[src/rtcp_map.vh]
`ifndef RTCP_MAP_VH
`define RTCP_MAP_VH

// register word indices, compared against byte address bits 7:2
`define RTCP_OFS_CTL1       6'h00
`define RTCP_OFS_CTL2       6'h01
`define RTCP_OFS_CTL3       6'h02
`define RTCP_OFS_STAT       6'h03
`define RTCP_OFS_CAP_TIME   6'h04
`define RTCP_OFS_CAP_DATE   6'h05

// first_control_low fields
`define RTCP_TS_EN_BIT      0
`define RTCP_PIN_OUTPUT_SELECT_LSB     4
`define RTCP_PIN_OUTPUT_SELECT_MSB     6
`define RTCP_PIN_OE_BIT     7
`define RTCP_PWC_POL_BIT    9
`define RTCP_PWC_EN_BIT     10
`define RTCP_RTC_EN_BIT     15

// second_control_low fields
`define RTCP_PS_LSB         6
`define RTCP_PS_MSB         7

// third_control_low fields
`define RTCP_STAB_LSB       0
`define RTCP_STAB_MSB       7
`define RTCP_SAMP_LSB       8
`define RTCP_SAMP_MSB       15

// status_low fields
`define RTCP_TS_EVT_BIT     3

// values
`define RTCP_PIN_OUTPUT_SELECT_PWC     3'h3
`define RTCP_WIN_OFF        8'h00
`define RTCP_WIN_ALWAYS     8'hff
`define RTCP_CTL1_RST       16'h0000
`define RTCP_CTL2_RST       16'h0000
`define RTCP_CTL3_RST       16'h0000
`define RTCP_CAP_RST        32'h0000_0000

`endif

[src/rtcp_seq.v]
`timescale 1ns/1ps
`default_nettype none
`include "rtcp_map.vh"

module rtcp_seq (
    // clock and reset
    input  wire       core_clk_i,
    input  wire       rstn_i,
    // control
    input  wire       run_i,
    input  wire       trigger_i,
    input  wire       tick_i,
    input  wire [7:0] stab_len_i,
    input  wire [7:0] samp_len_i,
    // status and outputs
    output wire       ctl_o,
    output wire       gate_o,
    output wire       stab_o
);

    localparam [2:0] ST_IDLE = 3'h1;
    localparam [2:0] ST_STAB = 3'h2;
    localparam [2:0] ST_SAMP = 3'h4;

    reg  [2:0] st_q;
    reg  [2:0] st_d;
    reg  [7:0] cnt_q;
    reg  [7:0] cnt_d;

    // window ends after len power-control periods, at once when len is zero
    function win_done;
        input [7:0] len;
        input [7:0] cnt;
        input       tick;
        begin
            win_done = (len == `RTCP_WIN_OFF) || (tick && (cnt + 8'h01 == len));
        end
    endfunction

    always @* begin
        st_d  = st_q;
        cnt_d = tick_i ? cnt_q + 8'h01 : cnt_q;
        case (st_q)
            ST_IDLE: begin
                cnt_d = 8'h00;
                if (run_i && trigger_i) begin
                    // see (RL7) (RL24)
                    st_d = (stab_len_i == `RTCP_WIN_OFF) ? ST_SAMP : ST_STAB;
                end
            end
            ST_STAB: begin
                if (stab_len_i != `RTCP_WIN_ALWAYS && win_done(stab_len_i, cnt_q, tick_i)) begin
                    st_d  = ST_SAMP; // see (RL8)
                    cnt_d = 8'h00;
                end
            end
            ST_SAMP: begin
                if (win_done(samp_len_i, cnt_q, tick_i)) begin
                    st_d  = ST_IDLE; // see (RL9)
                end
            end
            default: begin
                st_d  = ST_IDLE;
            end
        endcase
        if (!run_i) begin
            st_d  = ST_IDLE;
        end
    end

    always @(posedge core_clk_i) begin
        if (!rstn_i) begin
            st_q  <= ST_IDLE;
            cnt_q <= 8'h00;
        end else begin
            st_q  <= st_d;
            cnt_q <= cnt_d;
        end
    end

    assign ctl_o  = st_q[1] | st_q[2];                               // see (RL6)
    assign gate_o = st_q[2] & (samp_len_i != `RTCP_WIN_OFF);         // see (RL13)
    assign stab_o = st_q[1] | (stab_len_i == `RTCP_WIN_ALWAYS);      // see (RL14)

endmodule // rtcp_seq

`default_nettype wire

[src/rtcp_stamp.v]
`timescale 1ns/1ps
`default_nettype none

module rtcp_stamp (
    // clock and reset
    input  wire core_clk_i,
    input  wire rstn_i,
    // pin and control
    input  wire tamper_i,
    input  wire enable_i,
    input  wire sw_req_i,
    input  wire clr_i,
    // results
    output wire capture_o,
    output wire flag_o,
    output wire irq_o
);

    reg sync1_q;
    reg sync2_q;
    reg sync3_q;
    reg pend_q;
    reg flag_q;
    reg irq_q;

    wire fall;
    wire req;

    assign fall      = sync3_q & ~sync2_q;                             // see (RL25)
    assign req       = ((fall & enable_i) | pend_q) & enable_i;         // see (RL15) (RL16)
    assign capture_o = req & ~flag_q;                                  // see (RL18)

    always @(posedge core_clk_i) begin
        if (!rstn_i) begin
            sync1_q <= 1'b1;
            sync2_q <= 1'b1;
            sync3_q <= 1'b1;
            pend_q  <= 1'b0;
            flag_q  <= 1'b0;
            irq_q   <= 1'b0;
        end else begin
            sync1_q <= tamper_i;
            sync2_q <= sync1_q;
            sync3_q <= sync2_q;
            // software request waits one cycle, then captures
            pend_q  <= sw_req_i & enable_i & ~flag_q;                  // see (RL20)
            // a capture wins over a clear in the same cycle
            if (capture_o) begin
                flag_q <= 1'b1;                                        // see (RL17) (RL21)
            end else if (clr_i) begin
                flag_q <= 1'b0;
            end
            irq_q   <= capture_o;
        end
    end

    assign flag_o = flag_q;
    assign irq_o  = irq_q;

endmodule // rtcp_stamp

`default_nettype wire

[src/rtcp_top.v]
// Contract
// (RL1) power sequence runs on the clock unit timebase with no processor help
// (RL2) software enables the clock unit, then sets power_ctl_enable at bit 10
// (RL3) software enables the pin and sets pin_output_select to 011
// (RL4) power_ctl_polarity at bit 9 picks active high or active low
// (RL5) software sets repeat_forever so the sequence repeats; the code has no such bit, a pwc_trigger_i pulse while idle restarts it
// (RL6) running logic drives a power control output and a sample gate
// (RL7) asserting the control output opens the stability window
// (RL8) after the stability window the sample gate opens for the sample window
// (RL9) sample window end closes both windows, drops gate and control
// (RL10) sample length in third_control_low 15:8, stability length in 7:0
// (RL11) each window counts 0 to 255 power-control clock periods
// (RL12) power-control clock is timebase divided by 1, 16, 64 or 256
// (RL13) a window length of zero makes that window inactive
// (RL14) stability length ff keeps the stability window always active
// (RL15) a low pulse on the tamper input triggers a timestamp
// (RL16) tamper capture only while timestamp_enable at bit 0 is set
// (RL17) capture copies time and date, sets status bit 3, raises interrupt
// (RL18) while the event flag is set further capture requests are ignored
// (RL19) with timestamping off capture registers are storage kept over reset
// (RL20) writing 1 to the flag position starts a capture, not setting it
// (RL21) flag sets when a software capture finishes; software polls it
// (RL22) software clears the flag after reading to re-arm capture
// (RL23) captured values are kept as bcd digits like the calendar
// (RL24) with no stability window the sample window starts with control
// (RL25) tamper input passes two flip-flops; capture on its falling edge
//
// The Wishbone interface to the registers and the address map were left to the implementer.
`timescale 1ns/1ps
`default_nettype none
`include "rtcp_map.vh"

module rtcp_top (
    // clock and resets
    input  wire        core_clk_i,
    input  wire        rstn_i,
    input  wire        por_rstn_i,
    // wishbone slave
    input  wire        wb_cyc_i,
    input  wire        wb_stb_i,
    input  wire        wb_we_i,
    input  wire [7:0]  wb_adr_i,
    input  wire [3:0]  wb_sel_i,
    input  wire [31:0] wb_dat_i,
    output wire [31:0] wb_dat_o,
    output wire        wb_ack_o,
    // clock unit side
    input  wire        timebase_tick_i,
    input  wire        pwc_trigger_i,
    input  wire [31:0] cal_time_i,
    input  wire [31:0] cal_date_i,
    // pins
    input  wire        tamper_i,
    output wire        rtc_pin_o,
    output wire        rtc_pin_oe_o,
    // block outputs
    output wire        power_ctl_o,
    output wire        sample_gate_o,
    output wire        stab_window_o,
    output wire        clock_unit_irq_o
);

    // control and capture registers
    reg  [15:0] ctl1_q;
    reg  [15:0] ctl2_q;
    reg  [15:0] ctl3_q;
    reg  [31:0] cap_time_q;
    reg  [31:0] cap_date_q;
    // bus
    reg         ack_q;
    reg  [31:0] rdat_q;
    reg  [31:0] rdat_d;
    // prescaler
    reg  [7:0]  ps_cnt_q;

    wire        req;
    wire        wr;
    wire [5:0]  idx;
    wire [31:0] wmask;
    wire        ts_en;
    wire        run;
    wire        pwc_tick;
    wire [1:0]  ps_sel;
    wire [7:0]  stab_len;
    wire [7:0]  samp_len;
    wire        seq_ctl;
    wire        seq_gate;
    wire        seq_stab;
    wire        cap;
    wire        ts_flag;
    wire        ts_irq;
    wire        stat_wr;
    wire        sw_req;
    wire        clr;

    // byte enables to bit mask
    function [31:0] sel_mask;
        input [3:0] sel;
        begin
            sel_mask = {{8{sel[3]}}, {8{sel[2]}}, {8{sel[1]}}, {8{sel[0]}}};
        end
    endfunction

    // true when a write hits register index r
    function hit;
        input [5:0] a;
        input [5:0] r;
        input       w;
        begin
            hit = w && (a == r);
        end
    endfunction

    // terminal count mask of the power-control prescaler
    function [7:0] ps_mask;
        input [1:0] sel;
        begin
            case (sel)
                2'h0:    ps_mask = 8'h00;
                2'h1:    ps_mask = 8'h0f;
                2'h2:    ps_mask = 8'h3f;
                default: ps_mask = 8'hff;
            endcase
        end
    endfunction

    // bus decode
    assign req   = wb_cyc_i & wb_stb_i;
    assign wr    = req & wb_we_i & ack_q;
    assign idx   = wb_adr_i[7:2];
    assign wmask = sel_mask(wb_sel_i);

    // field taps
    assign ts_en    = ctl1_q[`RTCP_TS_EN_BIT];
    assign ps_sel   = ctl2_q[`RTCP_PS_MSB:`RTCP_PS_LSB];
    assign stab_len = ctl3_q[`RTCP_STAB_MSB:`RTCP_STAB_LSB];             // see (RL10) (RL11)
    assign samp_len = ctl3_q[`RTCP_SAMP_MSB:`RTCP_SAMP_LSB];             // see (RL10) (RL11)

    // sequencer runs from the timebase alone when both enables are set
    assign run = ctl1_q[`RTCP_RTC_EN_BIT] & ctl1_q[`RTCP_PWC_EN_BIT];    // see (RL1)

    // status write effects
    assign stat_wr = hit(idx, `RTCP_OFS_STAT, wr) & wb_sel_i[0];
    assign sw_req  = stat_wr & wb_dat_i[`RTCP_TS_EVT_BIT];               // see (RL20)
    assign clr     = stat_wr & ~wb_dat_i[`RTCP_TS_EVT_BIT];

    // wishbone ack, one wait state, dropped after one cycle
    always @(posedge core_clk_i) begin
        if (!rstn_i) begin
            ack_q  <= 1'b0;
            rdat_q <= 32'h0000_0000;
        end else begin
            ack_q  <= req & ~ack_q;
            rdat_q <= rdat_d;
        end
    end

    // read mux, unmapped reads give zero
    always @* begin
        rdat_d = 32'h0000_0000;
        case (idx)
            `RTCP_OFS_CTL1:     rdat_d = {16'h0000, ctl1_q};
            `RTCP_OFS_CTL2:     rdat_d = {16'h0000, ctl2_q};
            `RTCP_OFS_CTL3:     rdat_d = {16'h0000, ctl3_q};
            `RTCP_OFS_STAT:     rdat_d = {28'h0000000, ts_flag, 3'h0};
            `RTCP_OFS_CAP_TIME: rdat_d = cap_time_q;
            `RTCP_OFS_CAP_DATE: rdat_d = cap_date_q;
            default:            rdat_d = 32'h0000_0000;
        endcase
    end

    // control registers on the ordinary reset
    always @(posedge core_clk_i) begin
        if (!rstn_i) begin
            ctl1_q <= `RTCP_CTL1_RST;
            ctl2_q <= `RTCP_CTL2_RST;
            ctl3_q <= `RTCP_CTL3_RST;
        end else begin
            if (hit(idx, `RTCP_OFS_CTL1, wr)) begin
                ctl1_q <= (ctl1_q & ~wmask[15:0]) | (wb_dat_i[15:0] & wmask[15:0]); // see (RL4)
            end
            if (hit(idx, `RTCP_OFS_CTL2, wr)) begin
                ctl2_q <= (ctl2_q & ~wmask[15:0]) | (wb_dat_i[15:0] & wmask[15:0]); // see (RL12)
            end
            if (hit(idx, `RTCP_OFS_CTL3, wr)) begin
                ctl3_q <= (ctl3_q & ~wmask[15:0]) | (wb_dat_i[15:0] & wmask[15:0]); // see (RL10)
            end
        end
    end

    // capture registers clear only on power-on reset
    always @(posedge core_clk_i) begin
        if (!por_rstn_i) begin
            cap_time_q <= `RTCP_CAP_RST;
            cap_date_q <= `RTCP_CAP_RST;
        end else if (cap) begin
            cap_time_q <= cal_time_i;                                   // see (RL17) (RL23)
            cap_date_q <= cal_date_i;                                   // see (RL17) (RL23)
        end else if (!ts_en) begin
            if (hit(idx, `RTCP_OFS_CAP_TIME, wr)) begin
                cap_time_q <= (cap_time_q & ~wmask) | (wb_dat_i & wmask); // see (RL19)
            end
            if (hit(idx, `RTCP_OFS_CAP_DATE, wr)) begin
                cap_date_q <= (cap_date_q & ~wmask) | (wb_dat_i & wmask); // see (RL19)
            end
        end
    end

    // power-control clock prescaler on timebase ticks
    always @(posedge core_clk_i) begin
        if (!rstn_i) begin
            ps_cnt_q <= 8'h00;
        end else if (!run) begin
            ps_cnt_q <= 8'h00;
        end else if (timebase_tick_i) begin
            if ((ps_cnt_q & ps_mask(ps_sel)) == ps_mask(ps_sel)) begin
                ps_cnt_q <= 8'h00;
            end else begin
                ps_cnt_q <= ps_cnt_q + 8'h01;
            end
        end
    end

    assign pwc_tick = timebase_tick_i & ((ps_cnt_q & ps_mask(ps_sel)) == ps_mask(ps_sel)); // see (RL12)

    rtcp_seq u_seq (
        .core_clk_i (core_clk_i),
        .rstn_i     (rstn_i),
        .run_i      (run),
        .trigger_i  (pwc_trigger_i),
        .tick_i     (pwc_tick),
        .stab_len_i (stab_len),
        .samp_len_i (samp_len),
        .ctl_o      (seq_ctl),
        .gate_o     (seq_gate),
        .stab_o     (seq_stab)
    );

    rtcp_stamp u_stamp (
        .core_clk_i (core_clk_i),
        .rstn_i     (rstn_i),
        .tamper_i   (tamper_i),
        .enable_i   (ts_en),
        .sw_req_i   (sw_req),
        .clr_i      (clr),
        .capture_o  (cap),
        .flag_o     (ts_flag),
        .irq_o      (ts_irq)
    );

    // outputs
    assign wb_dat_o         = ack_q ? rdat_q : 32'h0000_0000;
    assign wb_ack_o         = ack_q;
    assign power_ctl_o      = seq_ctl ? ctl1_q[`RTCP_PWC_POL_BIT] : ~ctl1_q[`RTCP_PWC_POL_BIT]; // see (RL4)
    assign sample_gate_o    = seq_gate;                                   // see (RL6)
    assign stab_window_o    = seq_stab;
    assign clock_unit_irq_o = ts_irq;                                     // see (RL17)
    assign rtc_pin_oe_o     = ctl1_q[`RTCP_PIN_OE_BIT];
    assign rtc_pin_o        = (ctl1_q[`RTCP_PIN_OUTPUT_SELECT_MSB:`RTCP_PIN_OUTPUT_SELECT_LSB] == `RTCP_PIN_OUTPUT_SELECT_PWC)
                              & power_ctl_o;

endmodule // rtcp_top

`default_nettype wire

[config.mk]
export PLATFORM = sky130hd
export DESIGN_NAME = rtcp_top
export DESIGN_NICKNAME = d
export VERILOG_FILES = /design/src/rtcp_seq.v /design/src/rtcp_stamp.v /design/src/rtcp_top.v
export VERILOG_INCLUDE_DIRS = /design/src
export SDC_FILE = /design/constraint.sdc
export NUM_CORES = 1
export LEC_CHECK = 0
export ABC_AREA = 1
export BUFFER_PORTS_ARGS = -buffer_cell sky130_fd_sc_hd__buf_2
export CORE_MARGIN = 3
export CORE_UTILIZATION = 30
export CTS_CLUSTER_SIZE = 40
export DETAILED_ROUTE_END_ITERATION = 12
export SLEW_MARGIN = 0
export SYNTH_ARGS = -nofsm -noshare
export SYNTH_HDL_FRONTEND = slang
export SYNTH_HIERARCHICAL = 1
export SYNTH_SLANG_ARGS = --single-unit
export TNS_END_PERCENT = 20
[constraint.sdc]
create_clock -name core_clk_i -period 2.2 [get_ports core_clk_i]
set_input_delay 0.33 -clock core_clk_i [delete_from_list [all_inputs] [get_ports core_clk_i]]
set_output_delay 0.33 -clock core_clk_i [all_outputs]
set_load 0.1 [all_outputs]
### After elaboration in Yosys (flattened, before gate mapping)

Cells that the tools add are included.

| cells by class | value |
|---|---|
| reduce and logical (&&, ||, !) cells | 24 |
| muxes and demuxes | 24 |
| equal/unequal tests | 21 |
| bitwise gates (word level) | 41 |
| add/sub/neg operators | 2 |

Operators with widths:

| kind | number |
|---|---|
| $mux W32 | 7 |
| $pmux W32 S6 | 1 |
| $and A32 B32 Y32 | 3 |
| $and A16 B16 Y16 | 4 |
| $or A32 B32 Y32 | 2 |
| $mux W8 | 6 |
| $or A16 B16 Y16 | 3 |
| $eq A8 B8 Y1 | 4 |
| $not A32 Y32 | 1 |
| $pmux W8 S3 | 1 |
| $and A1 B1 Y1 | 17 |
| $add A8 B1 Y8 const B | 2 |
| $and A8 B8 Y8 | 2 |
| $logic_not A8 Y1 | 2 |
| $not A16 Y16 | 1 |
| $pmux W8 S2 | 1 |
| $eq A6 B2 Y1 const B | 2 |
| $eq A6 B3 Y1 const B | 2 |
| $mux W3 | 4 |
| $logic_and A1 B1 Y1 | 10 |
| $pmux W3 S3 | 1 |
| $eq A8 B8 Y1 const B | 1 |
| $ne A2 B1 Y1 const B | 4 |
| $ne A8 B8 Y1 const B | 1 |
| 16 further kinds | 30 |

| word-level totals | value |
|---|---|
| logic and storage cells | 128 |
| bits of input ports | 117 |
| output and inout bits | 39 |
| register bits | 170 |

### Longest topological paths before layout

| logic depth | value |
|---|---|
| depth after elaboration | 10 |
| depth in mapped cells | 19 |
| mapped depth without buffers | 19 |

### Hierarchy

Netlist, hierarchy kept.

Modules (own cells, without submodules):

| module | area an instance (um^2) | cells each | instances | seq. area each (um^2) |
|---|---|---|---|---|
| rtcp_top | 7369.6 | 1112 | 1 | 3062.9 |
| rtcp_seq | 1031.0 | 186 | 1 | 220.2 |
| rtcp_stamp | 210.2 | 27 | 1 | 120.1 |

### Worst setup path after synthesis

Ideal clock, no wire load.

| timing path | value |
|---|---|
| path kind | reg-to-output |
| from | register u_seq.st_q[2] |
| to | output rtc_pin_o |
| path slack | -2.482 ns |
| buffers on the path | 0 |
| arrival time | 4.352 ns |
| stages on the path, launching flop included | 5 |
| required time | 1.870 ns |
| path through | dfxtp_1 inv_1 nand2_1 xnor2_1 nor3b_1 |

| on the way | value |
|---|---|
| longest elaborated chain between the ends | 3 |

Ends and longest elaborated chain:

| item | RTL line | source |
|---|---|---|
| from (decl) | rtcp_seq.v:25 | `reg [2:0] st_q;` |
| from (signal assigned) | rtcp_seq.v:76 | `st_q <= st_d;` |
| $or A1 B1 Y1 | rtcp_seq.v:81 | `assign ctl_o = st_q[1] \| st_q[2];` |
| net seq_ctl | rtcp_top.v:86 | `wire seq_ctl;` |
| $mux W1 | rtcp_top.v:254 | `` assign power_ctl_o = seq_ctl ? ctl1_q[`RTCP_PWC_POL_BIT] : ~ctl1_q[`RTCP_PWC_POL_BIT]; `` |
| net power_ctl_o | rtcp_top.v:57 | `output wire power_ctl_o,` |
| $and A1 B1 Y1 | rtcp_top.v:259 | `` assign rtc_pin_o = (ctl1_q[`RTCP_PIN_OUTPUT_SELECT_MSB:`RTCP_PIN_OUTPUT_SELECT_LSB] == `RTCP_PIN_OUTPUT_SELECT ... `` |
| to (decl) | rtcp_top.v:54 | `output wire rtc_pin_o,` |

The timed path passes the listed nets, and every way through them passes these cells.

==> impl_metrics.yaml <==
placed_design:
  post_dp_cell_area_sq_um: 9830
  dpl.hpwl_mm: 19.1
  place_ws_ns: 0.114
  gp_congestion: 0.849
  portBuffers: 153
finish:
  postLayoutCellArea_sq_um: 10500
  multiInputGateArea_sq_um: 4510
  seq_area_sq_um: 3420
  drive_gt1_share_pct: 19.1
  final_nets: 1573
  fillCellCount: 3027
  area_growth_pct: 21.7
sta:
  relSlewSlack_pct: 57.4
  final-setup-viol-count: 0
  slew_viol_final: 0
  rsz0062_at_grt: "false"
  finalCriticalPeriod_ns: 2.08
  hold_viol_final: 0
  worst_slack_ns: 0.120
  fmax_ghz: 0.481
  skew_ns: 0.0103
  timing.final.crit_share_pct: 94.6
  tightest_slew_ns: 0.638
synth:
  yosysUniqueCellTypes: 39
  postSynthAreaPerCell_sq_um: 6.50
  ys_seq_elements: 170
  synth_nets: 1444
  synthesis.area_sq_um: 8610
  yosys_warnings: 6
  seq_area_frac_synth_pct: 39.5
  syn_inst: 1325
grt:
  grt_overflow: 0
  grt_max_degree: 72
  grt_pass1_wl_mm: 42.1
  track_usage_pct: 16.8
  antenna_found_initial: 2
  grt_pass1_vias: 8164
die:
  die_area_sq_um: 30800
  die_w_um: 175
  ios: 156
  initial_core_util_pct: 30.7
  die_y_um: 175
  std_cell_rows: 61
  core_area_sq_um: 28000
clocking:
  cts_buffer_depth: 2
  insertion_delay_ns: 0.44
  cts_inserted_buffers: 17
  clkTransAtPathRegs_ns: 0.07
  tritoncts: "built"
  clock_sinks: 170
  holdBufCountCts: 0
  cts_max_level: 4
  root_buffer: "clkbuf_16"
routing:
  drtIter0Drc: 560
  route.detailed.drc: 0
  viasPerCell: 4.71
  dr.pass1.iters: 5
  drt_wl_total_mm: 26.1
  wl_per_cell_um: 14.1
  postRouteAntennaNets: 0
  vias: 8686
power_and_ir_drop:
  cellInternalPower_mw: 4.86
  swShare_pct: 26.2
  power_frac_seq_pct: 46.7
  p_comb_share_pct: 6.7
  power_density_nw_per_um2: 629
  p_switching_mw: 1.73
  clkPwrFrac_pct: 46.6
  leakage_nw: 4.74
  ir_drop_mv: 0.385
setup_path:
  slowest_delay_ns: 0.37
  worst_setup_path_end_kind: "output port"
  crit_slowest_cell: "dfxtp_4"
  worstPathCellList: "inv_1, nor4_2, nand3_1, nand3b_1, nand2_2, buf_12"
  required_ns: 1.87
  r2r_end: "u_seq/cnt_q[7]"
  ff2ff_path_depth: 17
  r2r-start: "ps_cnt_q[1]"
  critPathMaxFanout: 5
  cp.arrival_ns: 1.75
  worstSetupStartpointType: "flip-flop"
  reg2reg_slack_ns: 0.21
  crit_type: "flip-flop to output port"
run_status:
  status: "completed"
hold_path:
  min_path_type: "primary input to flip-flop"
  hold_end: "u_stamp/sync1_q"
  hold_depth: 2
  hp-start: "tamper_i"
run:
  max-cap-violations: 0
-- Yosys cell counts (all sizes together) --
cell type	count	area, sq um
nand2	358	1390
nor2	227	936
dfxtp	170	3400
a21oi	165	826
nand3	133	696
inv	101	379
buf	38	226
clkbuf	38	143
o21ai	34	174
a22oi	15	113
nand4	9	56.3
or2	7	43.8
nor3	4	20.0
nor4	4	25.0
xnor2	4	35.0
nand3b	3	22.5
xor2	3	26.3
a31oi	2	12.5
ha	2	25.0
o2111ai	2	17.5
o211ai	2	15.0
a21boi	1	7.51
clkinv	1	5.00
nor3b	1	7.51
o21bai	1	7.51
-- stage by stage --
step / setup TNS [ns] / hold WS, ns / util, % / total power, mW / std cells
floorplan: -0.220 / 0.385 / - / 3.38 / 1325
finish: 0 / 0.0880 / 37.4 / 6.59 / 1846
global route: 0 / 0.0816 / 37.4 / 6.83 / 1845
CTS: 0 / 0.0778 / 37.3 / 6.64 / 1843
global placement: 0 / 0.389 / 35.1 / 3.59 / 1811
detailed placement: 0 / 0.394 / 35.1 / 3.59 / 1811
-- power by group through the flow --
stage	combinational [mW]	clock, mW	sequential (mW)
after global placement	0.436	0	3.15
final	0.442	3.07	3.08
after detailed placement	0.437	0	3.15
after global routing	0.495	3.25	3.08
after CTS	0.439	3.12	3.08
after floorplan	0.225	0	3.16
-- final cells by class --
class / count / share of cell area (%)
sequential: 170 / 32.6
multi-input combinational: 977 / 43.0
antenna: 1 / 0.0239
inverter: 102 / 3.69
clock buffer: 17 / 4.06
timing repair buffer: 186 / 10.5
tap: 378 / 4.51
clock inverter: 15 / 1.66
-- metal layers --
metal  up-vias  track usage (%)  wire length [um]
li1       4527                -                 -
met2       193             26.8             11700
met5         -                0                14
met1      3918             22.8             12500
met4         4             6.57               683
met3        44             3.03              1120
-- how the worst max path moves through the flow --
stage	startpoint	end	slack [ns]	depth (start not counted)
finish	flip-flop	stab_window_o	0.12	6
CTS	flip-flop	stab_window_o	0.02	6
global placement	ps_cnt_q[1]	u_seq/cnt_q[4]	0.12	17
detailed placement	ps_cnt_q[1]	u_seq/cnt_q[4]	0.11	17
global route	flip-flop	stab_window_o	0.004	6
floorplan	u_seq/st_q[2]	rtc_pin_o	-0.22	4
-- worst max-delay path: cells and delay by family (launching register included) --
kind,cells,cell delay [ns]
simple gates,4,0.70
buf+inv,2,0.24
flops,1,0.37
-- placed cells by master, fill, tap and decap left out, types with 4 or more instances in the layout --
master	synthesis	final
a21oi_1	165	165
a22oi_1	15	15
buf_12	0	6
buf_2	16	151
buf_4	9	28
clkbuf_16	0	17
dfxtp_1	170	162
dfxtp_2	0	7
inv_1	94	92
inv_2	7	8
inv_6	0	5
inv_8	0	4
nand2_1	344	342
nand2_2	12	14
nand3_1	130	129
nand4_1	9	9
nor2_1	213	212
nor2_2	6	6
nor2_4	7	8
nor3_1	4	4
o21ai_0	24	24
o21ai_1	9	9
or2_2	5	5
-- what timing repair did --
item	in CTS	in global routing
resized for setup	4	13
setup buffers	0	2
hold endpoints to repair	0	0
setup endpoints to repair	2	13
pin swaps	0	4
-- cell families (layout without fill, tap and decap cells) --
kind of cell               Yosys count  in the layout  share of synthesized area, %
buffers and inverters              178            320                          8.75
adders and majority gates            2              2                         0.291
xor gates and xnor gates             7              7                         0.712
DFF                                170            170                          39.5
other                                0              1                             0
AOI/OAI and AO/OA                  222            222                          13.6
and+or+nand+nor                    746            746                          37.1
Note: power is estimated with default switching activity, not from simulation.
